[src/hw/sadc_defines.vh]
// Register offsets, field positions, reset values and timing counts of the converter block
`ifndef SADC_DEFINES_VH
`define SADC_DEFINES_VH

// Printed offsets are not all multiples of four: kept as indices, byte address is four times
`define SADC_IDX_CTRL1 8'h0E
`define SADC_IDX_CTRL2 8'h0F
`define SADC_IDX_RESULT 8'h20
`define SADC_IDX_STATUS 8'h21
`define SADC_ADDR_CTRL1 12'h038
`define SADC_ADDR_CTRL2 12'h03C
`define SADC_ADDR_RESULT 12'h080
`define SADC_ADDR_STATUS 12'h084

// First control register fields
`define SADC_C1_START 7
`define SADC_C1_FIX0 6
`define SADC_C1_FIX1 5
`define SADC_C1_INDIS 4
`define SADC_C1_CH_MSB 3
`define SADC_C1_CH_LSB 0
`define SADC_C1_RESET 8'h10

// Second control register fields
`define SADC_C2_LADDER 5
`define SADC_C2_ONE 4
`define SADC_C2_TIME_MSB 3
`define SADC_C2_TIME_LSB 1
`define SADC_C2_ZERO 0
`define SADC_C2_RESET 8'h00

// Status register fields
`define SADC_ST_END 5
`define SADC_ST_BUSY 4

// Channel codes: first channel is 0010, last 0101
`define SADC_CH_FIRST 4'h2
`define SADC_CH_LAST 4'h5

// Conversion time codes and lengths in high-frequency clock periods
`define SADC_TIME_78 3'h2
`define SADC_TIME_156 3'h3
`define SADC_TIME_312 3'h4
`define SADC_TIME_624 3'h5
`define SADC_TIME_1248 3'h6
`define SADC_FC_78 11'd78
`define SADC_FC_156 11'd156
`define SADC_FC_312 11'd312
`define SADC_FC_624 11'd624
`define SADC_FC_1248 11'd1248

`endif

[src/hw/sadc_ctrl.v]
// APB register block and control of the 8-bit successive-approximation converter
// Overview of operation
// - Writing one to start bit while not busy begins conversion of the selected channel.
// - Start bit clears itself once conversion has begun; never reads set.
// - Channel codes 0010 to 0101 pick the four analog channels; others reserved.
// - Input disable bit zero enables analog inputs, one disables them.
// - Time field codes 010 to 110 select 78 to 1248 clock periods.
// - Ladder control zero connects only during conversion, one always.
// - Top two bits of second control read as undefined; tests mask them.
// - On completion result, end flag and done interrupt update together.
// - Reading the result register clears the end flag.
// - Busy flag sets at start, clears at finish or STOP entry.
// - Status bits 7, 6 and 3..0 are unstable; only flags meaningful.
// - Restart before reading clears end flag; old result stays until done.
// - STOP entry aborts conversion and resets both control registers.
// - Control register writes are ignored while STOP mode lasts.
// - STOP entry disconnects the ladder regardless of ladder control.
`timescale 1ns/100ps
`include "sadc_defines.vh"

module sadc_ctrl (
    input wire pclk,
    input wire presetn,
    input wire psel,
    input wire penable,
    input wire pwrite,
    input wire [11:0] paddr,
    input wire [31:0] pwdata,
    output reg [31:0] prdata,
    output reg pready,
    output reg pslverr,
    input wire stop_mode,
    input wire cmp_high,
    output reg [7:0] dac_code,
    output reg [3:0] channel_select_field,
    output reg channel_valid,
    output reg input_disable_bit,
    output reg ladder_on,
    output reg sample_hold,
    output reg done_interrupt
);

    reg [7:0] adc_control_one_r;
    reg [7:0] adc_control_two_r;
    reg [7:0] adc_result_r;
    reg end_flag_r;
    reg stop_d_r;
    reg [31:0] rdata_nxt;
    reg slverr_nxt;
    reg [2:0] steps_left_r;
    wire access;
    wire wr_ok;
    wire rd_result;
    wire start_go;
    wire stop_entry;
    wire busy_w;
    wire done_w;
    wire sar_step;
    wire [7:0] trial_w;

    // Decode of a mapped word address
    function known_addr;
        input [11:0] a;
        begin
            known_addr = (a == `SADC_ADDR_CTRL1) || (a == `SADC_ADDR_CTRL2) ||
                         (a == `SADC_ADDR_RESULT) || (a == `SADC_ADDR_STATUS);
        end
    endfunction

    // Access phase; one-wait answer is fixed so pready is a flop
    assign access = psel && penable && pready;
    assign wr_ok = access && pwrite && !stop_mode;
    assign rd_result = access && !pwrite && (paddr == `SADC_ADDR_RESULT);
    assign start_go = wr_ok && (paddr == `SADC_ADDR_CTRL1) && pwdata[`SADC_C1_START] && !busy_w;
    assign stop_entry = stop_mode && !stop_d_r;

    // Ready answers in the second access cycle, giving one wait state
    always @(posedge pclk or negedge presetn) begin
        if (!presetn) begin
            pready <= 1'b0;
        end else begin
            pready <= psel && penable && !pready;
        end
    end

    // STOP edge detect; level is synchronous so no synchroniser needed
    always @(posedge pclk or negedge presetn) begin
        if (!presetn) begin
            stop_d_r <= 1'b0;
        end else begin
            stop_d_r <= stop_mode;
        end
    end

    // Control registers; STOP holds them at reset values for its whole duration
    // reinit on STOP
    always @(posedge pclk or negedge presetn) begin
        if (!presetn) begin
            adc_control_one_r <= `SADC_C1_RESET;
            adc_control_two_r <= `SADC_C2_RESET;
        end else if (stop_mode) begin
            adc_control_one_r <= `SADC_C1_RESET;
            adc_control_two_r <= `SADC_C2_RESET;
        end else if (wr_ok && paddr == `SADC_ADDR_CTRL1) begin
            adc_control_one_r <= {1'b0, pwdata[6:0]};
        end else if (wr_ok && paddr == `SADC_ADDR_CTRL2) begin
            adc_control_two_r <= {2'b00, pwdata[5:0]};
        end
    end

    // Timer: counts conversion periods and raises done for one cycle
    sadc_timer u_timer (
        .pclk(pclk),
        .presetn(presetn),
        .start(start_go),
        .abort(stop_mode),
        .time_code(adc_control_two_r[`SADC_C2_TIME_MSB:`SADC_C2_TIME_LSB]),
        .busy_r(busy_w),
        .done_r(done_w),
        .bad_code_r()
    );

    // Place the eight decisions in the first 64 periods of the conversion: one step every eight periods
    always @(posedge pclk or negedge presetn) begin
        if (!presetn) begin
            steps_left_r <= 3'd0;
        end else if (start_go || stop_mode) begin
            steps_left_r <= 3'd0;
        end else if (busy_w) begin
            steps_left_r <= steps_left_r + 3'd1;
        end
    end
    assign sar_step = busy_w && (steps_left_r == 3'd7);

    sadc_sar u_sar (
        .pclk(pclk),
        .presetn(presetn),
        .start(start_go),
        .abort(stop_mode),
        .step(sar_step),
        .cmp_high(cmp_high),
        .trial_r(trial_w)
    );

    // Result and end flag; completion set wins over a simultaneous read clear
    always @(posedge pclk or negedge presetn) begin
        if (!presetn) begin
            adc_result_r <= 8'h00;
            end_flag_r <= 1'b0;
        end else if (stop_entry) begin
            // Result is indeterminate after STOP; clear it to a known value
            adc_result_r <= 8'h00;
            end_flag_r <= 1'b0;
        end else if (done_w) begin
            adc_result_r <= trial_w;
            end_flag_r <= 1'b1;
        end else if (rd_result || start_go) begin
            end_flag_r <= 1'b0;
        end
    end

    // Read mux; undefined and unstable bits read as zero
    always @* begin
        rdata_nxt = 32'h0000_0000;
        slverr_nxt = 1'b0;
        case (paddr)
            `SADC_ADDR_CTRL1: rdata_nxt[7:0] = adc_control_one_r;
            `SADC_ADDR_CTRL2: rdata_nxt[7:0] = {2'b00, adc_control_two_r[5:0]};
            `SADC_ADDR_RESULT: rdata_nxt[7:0] = adc_result_r;
            `SADC_ADDR_STATUS: begin
                rdata_nxt[`SADC_ST_END] = end_flag_r;
                rdata_nxt[`SADC_ST_BUSY] = busy_w;
            end
            default: slverr_nxt = !known_addr(paddr);
        endcase
    end

    // Registered bus answer, captured in the cycle ready rises
    always @(posedge pclk or negedge presetn) begin
        if (!presetn) begin
            prdata <= 32'h0000_0000;
            pslverr <= 1'b0;
        end else if (psel && penable && !pready) begin
            prdata <= pwrite ? 32'h0000_0000 : rdata_nxt;
            pslverr <= slverr_nxt;
        end else begin
            pslverr <= 1'b0;
        end
    end

    // Analog-side controls, all registered
    always @(posedge pclk or negedge presetn) begin
        if (!presetn) begin
            dac_code <= 8'h00;
            channel_select_field <= 4'h0;
            channel_valid <= 1'b0;
            input_disable_bit <= 1'b1;
            ladder_on <= 1'b0;
            sample_hold <= 1'b0;
            done_interrupt <= 1'b0;
        end else begin
            dac_code <= trial_w;
            channel_select_field <= adc_control_one_r[`SADC_C1_CH_MSB:`SADC_C1_CH_LSB];
            channel_valid <= (adc_control_one_r[`SADC_C1_CH_MSB:`SADC_C1_CH_LSB] >= `SADC_CH_FIRST) &&
                             (adc_control_one_r[`SADC_C1_CH_MSB:`SADC_C1_CH_LSB] <= `SADC_CH_LAST);
            input_disable_bit <= adc_control_one_r[`SADC_C1_INDIS];
            ladder_on <= !stop_mode && (adc_control_two_r[`SADC_C2_LADDER] || busy_w || start_go);
            sample_hold <= start_go;
            done_interrupt <= done_w && !stop_mode;
        end
    end

endmodule // sadc_ctrl

[src/hw/sadc_timer.v]
// Conversion timer: counts high-frequency clock periods and pulses completion once
`timescale 1ns/100ps
`include "sadc_defines.vh"

module sadc_timer (
    input wire pclk,
    input wire presetn,
    input wire start,
    input wire abort,
    input wire [2:0] time_code,
    output reg busy_r,
    output reg done_r,
    output reg bad_code_r
);

    reg [10:0] count_r;

    // Length of one conversion for a time code; reserved codes yield zero
    // time code lengths
    function [10:0] conv_len;
        input [2:0] code;
        begin
            case (code)
                `SADC_TIME_78: conv_len = `SADC_FC_78;
                `SADC_TIME_156: conv_len = `SADC_FC_156;
                `SADC_TIME_312: conv_len = `SADC_FC_312;
                `SADC_TIME_624: conv_len = `SADC_FC_624;
                `SADC_TIME_1248: conv_len = `SADC_FC_1248;
                default: conv_len = 11'd0;
            endcase
        end
    endfunction

    // Count down from start; reserved code falls back to shortest time so busy never hangs
    // count then pulse
    always @(posedge pclk or negedge presetn) begin
        if (!presetn) begin
            count_r <= 11'd0;
            busy_r <= 1'b0;
            done_r <= 1'b0;
            bad_code_r <= 1'b0;
        end else if (abort) begin
            count_r <= 11'd0;
            busy_r <= 1'b0;
            done_r <= 1'b0;
        end else if (start && !busy_r) begin
            bad_code_r <= (conv_len(time_code) == 11'd0);
            // Load the full length so busy stands for exactly N periods
            count_r <= (conv_len(time_code) == 11'd0) ? `SADC_FC_78 : conv_len(time_code);
            busy_r <= 1'b1;
            done_r <= 1'b0;
        end else if (busy_r) begin
            if (count_r == 11'd1) begin
                busy_r <= 1'b0;
                done_r <= 1'b1;
            end else begin
                done_r <= 1'b0;
            end
            count_r <= count_r - 11'd1;
        end else begin
            done_r <= 1'b0;
        end
    end

endmodule // sadc_timer

[src/hw/sadc_sar.v]
// Successive-approximation sequencer: one decision per step against the comparator input
`timescale 1ns/100ps

module sadc_sar (
    input wire pclk,
    input wire presetn,
    input wire start,
    input wire abort,
    input wire step,
    input wire cmp_high,
    output reg [7:0] trial_r
);

    reg [7:0] bit_r;

    // Walk from MSB to LSB; keep a bit when the input sits above the trial level
    always @(posedge pclk or negedge presetn) begin
        if (!presetn) begin
            trial_r <= 8'h00;
            bit_r <= 8'h00;
        end else if (abort) begin
            trial_r <= 8'h00;
            bit_r <= 8'h00;
        end else if (start) begin
            trial_r <= 8'h80;
            bit_r <= 8'h80;
        end else if (step && bit_r != 8'h00) begin
            trial_r <= (cmp_high ? trial_r : (trial_r & ~bit_r)) | (bit_r >> 1);
            bit_r <= bit_r >> 1;
        end
    end

endmodule // sadc_sar

[config.mk]
export PLATFORM = sky130hd
export DESIGN_NAME = sadc_ctrl
export DESIGN_NICKNAME = d
export VERILOG_FILES = /design/src/hw/sadc_ctrl.v /design/src/hw/sadc_timer.v /design/src/hw/sadc_sar.v
export VERILOG_INCLUDE_DIRS = /design/src /design/src/hw
export SDC_FILE = /design/constraint.sdc
export NUM_CORES = 1
export LEC_CHECK = 0
export BUFFER_PORTS_ARGS = -buffer_cell sky130_fd_sc_hd__buf_2
export CAP_MARGIN = 20
export CORE_AREA = 2 2 90 92
export CTS_BUF_LIST = sky130_fd_sc_hd__clkbuf_4
export DETAILED_ROUTE_END_ITERATION = 8
export DIE_AREA = 0 0 92 94
export PLACE_DENSITY = 0.79
export SYNTH_ARGS = -nofsm -noshare
export SYNTH_HDL_FRONTEND = slang
export SYNTH_SLANG_ARGS = --single-unit
[constraint.sdc]
create_clock -name pclk -period 2.93 [get_ports pclk]
set_input_delay 0.4395 -clock pclk [delete_from_list [all_inputs] [get_ports pclk]]
set_output_delay 0.4395 -clock pclk [all_outputs]
set_load 0.005 [all_outputs]
==> results of run 1 <==
[cells in the mapped netlist (all sizes together) (2+ instances only)]
cell type / number / share of area
o31ai: 3 / 0.0054
clkbuf: 24 / 0.022
nor3: 6 / 0.0085
mux2i: 12 / 0.029
xnor2: 5 / 0.011
inv: 8 / 0.0073
o211ai: 16 / 0.029
xor2: 2 / 0.0042
dfrtp: 80 / 0.48
and2: 8 / 0.012
ha: 4 / 0.012
o21ai: 33 / 0.040
o22ai: 5 / 0.0076
a21oi: 31 / 0.038
nand2: 20 / 0.018
or3: 5 / 0.0076
nand4: 4 / 0.0061
nand2b: 2 / 0.0030
a221oi: 3 / 0.0079
or4: 6 / 0.012
nor3b: 3 / 0.0054
nor2: 23 / 0.021
buf: 30 / 0.054
and3: 7 / 0.011
nor2b: 2 / 0.0030
or2: 3 / 0.0045
a21boi: 8 / 0.015
nor4: 6 / 0.011
a22oi: 8 / 0.015
nand3: 13 / 0.016
nand3b: 2 / 0.0036
a2bb2oi: 4 / 0.0085
dfstp: 2 / 0.013
and3b: 2 / 0.0042
a31o: 10 / 0.021
[layout make-up]
type / count / share of cell area
flip-flops and latches: 82 / 0.452
clock inverters: 7 / 0.0121
repair buffers: 66 / 0.0853
multi-input cells: 294 / 0.401
clock buffers: 9 / 0.0149
inverters: 9 / 0.00743
well taps: 102 / 0.0281
[state kept, by name, indices dropped and copies added, names as in the netlist, 6 cells and up]
name and count:
adc_control_two_r 6, dac_code 8, adc_result_r 8, u_timer.count_r 11
adc_control_one_r 7, prdata 8, u_sar.bit_r 8, u_sar.trial_r 8
[logic make-up (layout without fill, tap and decap cells)]
family,after synthesis,after routing
other,1,24
AO/OA/AOI/OAI,131,131
XOR/XNOR,7,7
flip-flops,82,82
adder cells (fa/ha/maj),4,4
AND/OR/NAND/NOR,116,116
buffers and inverters,63,91
multiplexers,12,12
[layer usage]
layer / up-vias / GRT usage / wire [µm]
met5: - / 0 / 0
met4: 0 / 0.0746 / 127
met3: 14 / 0.0281 / 540
met2: 117 / 0.373 / 4560
met1: 1677 / 0.321 / 4090
li1: 1557 / - / -
[stage by stage]
stage | std cells | cell area [µm²] | hold WS (ns)
finish | 569 | 4550 | 0.294
global route | 569 | 4550 | 0.273
CTS | 567 | 4510 | 0.213
detailed placement | 551 | 4390 | 0.384
global placement | 551 | 4390 | 0.384
floorplan | 439 | 4220 | 0.144
[critical path: stages (launching register included)]
cell and delay [ns]:
dfrtp_1 0.47, inv_1 0.08, ha_1 0.17, or3b_2 0.54, or4_1 0.43, a31o_2 0.26
a31oi_1 0.13
[path summary, 6_finish.rpt]
check                                     startpoint                    to
min in group asynchronous                    presetn             prdata[6]
worst min register to register  adc_control_one_r[4]     input_disable_bit
worst max-delay path              u_timer.count_r[0]   u_timer.count_r[10]
max in group asynchronous                    presetn  adc_control_one_r[4]
worst max register to register    u_timer.count_r[0]   u_timer.count_r[10]
worst min-delay path                       pwdata[3]  adc_control_two_r[3]
[power groups by stage]
| stage | Combinational, W | Sequential (W) | Clock (W) |
|---|---|---|---|
| global route | 0.000108 | 0.00114 | 0.000657 |
| finish | 0.0000955 | 0.00114 | 0.000589 |
| global placement | 0.0000885 | 0.00116 | 0 |
| detailed placement | 0.0000896 | 0.00116 | 0 |
| floorplan | 0.0000600 | 0.00116 | 0 |
| CTS | 0.0000898 | 0.00114 | 0.000599 |
[timing repair]
action                    4_1_cts  5_1_grt
hold buffers                    0        1
hold endpoints to repair        0       17
setup buffers                   0        0
==> flow_summary.json, run 1 <==
{
  "status": "completed",
  "setup_viol": 0,
  "final_cell_mix": "dfrtp_1 (80), buf_2 (52), o21ai_0 (33)",
  "setup-tns-final_ns": 0,
  "synth_xor_area_frac": 0.0148,
  "cp-end-kind": "register",
  "io_pins": 102,
  "synth-compound-area-share": 0.208,
  "drt_iter0_drc": 316,
  "ys.flop_type": "dfrtp_1",
  "finalHoldViolations": 0,
  "clk_path_buf_depth": 2,
  "netlist_area_um2": 4140,
  "power.total_w": 0.00182,
  "powerDensity_nw_per_um2": 400,
  "portBuffers": 53,
  "die_w_um": 92,
  "place_hpwl_mm": 6.45,
  "cts-root-buf": "clkbuf_4",
  "synth_fa_ha_area_frac": 0.0121,
  "slew_viol_final": 0,
  "rsz0062_at_grt": "no",
  "grt.overflow.total": 0,
  "grt_max_degree": 83,
  "drt-total-wl_mm": 9.32,
  "reg2reg_depth": 6,
  "cts_tree": "built",
  "ant_nets": 0,
  "slew_headroom": 0.586,
  "start_util": 0.544,
  "sw_frac_of_total": 0.263,
  "fin_crit_sh": 0.736,
  "place_ws_ns": 0.350,
  "gp_congestion": 0.864,
  "final_util": 0.598,
  "final_nets": 517,
  "multi_input_area_um2": 1820,
  "fin_ws_ns": 0.773,
  "crit_type": "register to register",
  "synth_top_family_by_area": "compound AO/OA/AOI/OAI gates",
  "path_max_fanout": 7,
  "seqCellArea_um2": 2050,
  "insertion_delay_ns": 0.42,
  "cts.reportedPaths.clkPinSlew_ns": 0.14,
  "synthCells": 416,
  "skew_ns": 0.0165,
  "synth-simple-area-share": 0.155,
  "htreeDepth": 3,
  "rrSetupSlack_ns": 0.77,
  "ys_seq_elements": 82,
  "tightest_slew_ns": 0.618,
  "arrival_ns": 2.50,
  "power.internal_w": 0.00134,
  "n_antenna_cell": 0,
  "hold_depth": 3,
  "grt_pass1_vias": 3127,
  "avgViaCountPerCell": 5.91,
  "comb_power_share": 0.052,
  "mostFrequentLayoutCell": "dfrtp_1",
  "drive_gt1_frac": 0.218,
  "leakagePower_nw": 2.13,
  "grt_pass1_wl_mm": 15.6,
  "synth_edf_count": 0,
  "syn_avg_cell_area_um2": 9.94,
  "antenna_found_initial": 0,
  "hp-class": "input port to register",
  "p_sw_w": 0.000479,
  "drtPass1Iterations": 5,
  "cp-start-kind": "register",
  "cp.required_ns": 3.28,
  "seq_power_share": 0.624,
  "core-area_um2": 7610,
  "ys_warn_count": 0,
  "post_cts_resized": 0,
  "maxCapViolations": 0,
  "yosysUniqueCellTypes": 59,
  "ys_seq_area_frac": 0.497,
  "ir_worst_vdd_mv": 0.162,
  "vias": 3365,
  "die_h_um": 94,
  "route.detailed.drc": 0,
  "rows": 32,
  "cts_buffers": 9,
  "grtUsageTotal": 0.229,
  "syn_to_final_growth_pct": 9.98,
  "cts.sink_count": 82,
  "min_period_ns": 2.16,
  "wl_per_cell_um": 16.4,
  "clockPowerShare": 0.324,
  "fillerInstances": 666,
  "die_area_um2": 8650,
  "synth_mux_area_frac": 0.0290,
  "async_flop_share": 1.00,
  "fmax_mhz": 464
}
No activity file was read; power rests on OpenSTA's default activity.
==> inputs of run 2 (changes only) <==
- clock period: 2.93 -> 2.05 ns (I/O delays scaled with it)
==> run 2 against run 1 <==
  * Clock skew grew 0.0070 ns
  * Via count grew 1.5%
  * Core utilization grew 2.1 points
  * Clock power grew 48%
  * Power grew 45%
  * Count of clock-buffer cells in the layout grew 1
  * Die area is the same
  * Register-to-register slack lost 0.67 ns
  * Non-clock buffer count grew 20
==> flow_summary.json, run 2 (synthesized netlist as in run 1, its figures left out) <==
{
  "antenna_found_initial": 0,
  "grt_pass1_wl_mm": 16.3,
  "finalHoldViolations": 0,
  "timing.critical_path.from": "u_timer.count_r[6]",
  "cts.reportedPaths.clkPinSlew_ns": 0.13,
  "die_h_um": 94,
  "slew_headroom": 0.663,
  "placed_area_um2": 4560,
  "slew_viol_final": 0,
  "cts-root-buf": "clkbuf_4",
  "hold_start": "pwdata[3]",
  "maxCapViolations": 0,
  "drtPass1Iterations": 4,
  "final_cell_mix": "dfrtp_1 (80), buf_2 (52), buf_4 (32)",
  "fin_ws_ns": 0.0983,
  "rows": 32,
  "cp-start-kind": "register",
  "drt_iter0_drc": 199,
  "cp.required_ns": 2.40,
  "arrival_ns": 2.31,
  "gp_congestion": 0.858,
  "place_ws_ns": -0.173,
  "avgViaCountPerCell": 5.80,
  "skew_ns": 0.0235,
  "cts_buffers": 9,
  "post-place-cells": 570,
  "min_period_ns": 1.95,
  "drive_gt1_frac": 0.257,
  "fin_crit_sh": 0.952,
  "grt.busiest_layer": "met2",
  "ant_nets": 0,
  "hp-class": "input port to register",
  "rsz0062_at_grt": "no",
  "syn_to_final_growth_pct": 13.9,
  "n_antenna_cell": 0,
  "gr-usage-met3": 0.0562,
  "use_met1": 0.317,
  "stdcell_area_um2": 4710,
  "wl_per_cell_um": 16.6,
  "ir_worst_vdd_mv": 0.398,
  "tightest_slew_ns": 0.504,
  "clk_path_buf_depth": 2,
  "drt-total-wl_mm": 9.76,
  "route.detailed.drc": 0,
  "largest_reg_flops": 11,
  "start_util": 0.544,
  "die_area_um2": 8650,
  "portBuffers": 53,
  "regToRegStartpoint": "u_timer.count_r[6]",
  "vias": 3415,
  "insertion_delay_ns": 0.44,
  "grt_max_degree": 39,
  "powerDensity_nw_per_um2": 560,
  "final_nets": 537,
  "regMostFlops": "u_timer.count_r",
  "place_hpwl_mm": 6.99,
  "htreeDepth": 3,
  "leakagePower_nw": 2.23,
  "mostFrequentLayoutCell": "dfrtp_1",
  "crit_type": "register to register",
  "path_max_fanout": 4,
  "core-area_um2": 7610,
  "grtUsageTotal": 0.238,
  "final_cell_count_no_fill": 589,
  "cts.sink_count": 82,
  "grt.overflow.total": 0,
  "grt_pass1_vias": 3365,
  "die_w_um": 92,
  "io_pins": 102,
  "use_met2": 0.390,
  "cts_tree": "built",
  "status": "completed",
  "setup_viol": 0,
  "cp-end-kind": "register",
  "fmax_mhz": 512
}
-- run 2: timing repair --
action / 4_1_cts / 5_1_grt
hold buffers: 1 / 0
endpoints found under the hold margin: 36 / 0
endpoints found under the setup margin: 0 / 1
buffers inserted: 0 / 2
resized for setup: 0 / 1
-- run 2: through the flow --
stage | setup TNS, ns | hold WS, ns | util | total power (W)
after global routing | 0 | 0.145 | 0.619 | 0.00273
final | 0 | 0.151 | 0.619 | 0.00264
after floorplan | -1.67 | 0.0119 | - | 0.00174
after global placement | -2.00 | 0.311 | 0.599 | 0.00180
after detailed placement | -3.44 | 0.315 | 0.599 | 0.00180
after CTS | 0 | 0.132 | 0.617 | 0.00266
-- run 2: final timing paths --
check | endpoint | slack (ns) | cells past startpoint
setup reg to reg | u_timer.count_r[10] | 0.1 | 4
min in group asynchronous | prdata[2] | 0.35 | 2
hold reg to reg | input_disable_bit | 0.38 | 0
setup / recovery | u_timer.count_r[10] | 0.1 | 4
max in group asynchronous | input_disable_bit | 1.02 | 3
hold / removal | adc_control_two_r[3] | 0.15 | 3
-- run 2: power breakdown --
| group | internal, W | switching [W] | total (W) |
|---|---|---|---|
| logic | 0.0000465 | 0.000101 | 0.000148 |
| clock network | 0.000277 | 0.000591 | 0.000869 |
| registers | 0.00162 | 0.00000176 | 0.00162 |
-- run 2: layer usage --
layer / vias up / routed length (µm)
met5: - / 0
met2: 96 / 4830
met3: 14 / 526
met1: 1696 / 4270
li1: 1609 / -
met4: 0 / 135
-- run 2: area by class of cell --
type / instances / area, µm²
Sequential cell: 82 / 2050
Inverter: 9 / 33.8
Tap cell: 102 / 128
Clock inverter: 6 / 48.8
Clock buffer: 10 / 75.1
Multi-Input combinational cell: 294 / 1840
Fill cell: 643 / 2900
Timing Repair Buffer: 86 / 531
-- run 2: worst max-delay path, stage by stage (launching register included) --
cell and delay (ns):
dfrtp_1 0.43, or4_1 0.56, or4_1 0.51, a31o_2 0.26, a31oi_1 0.13
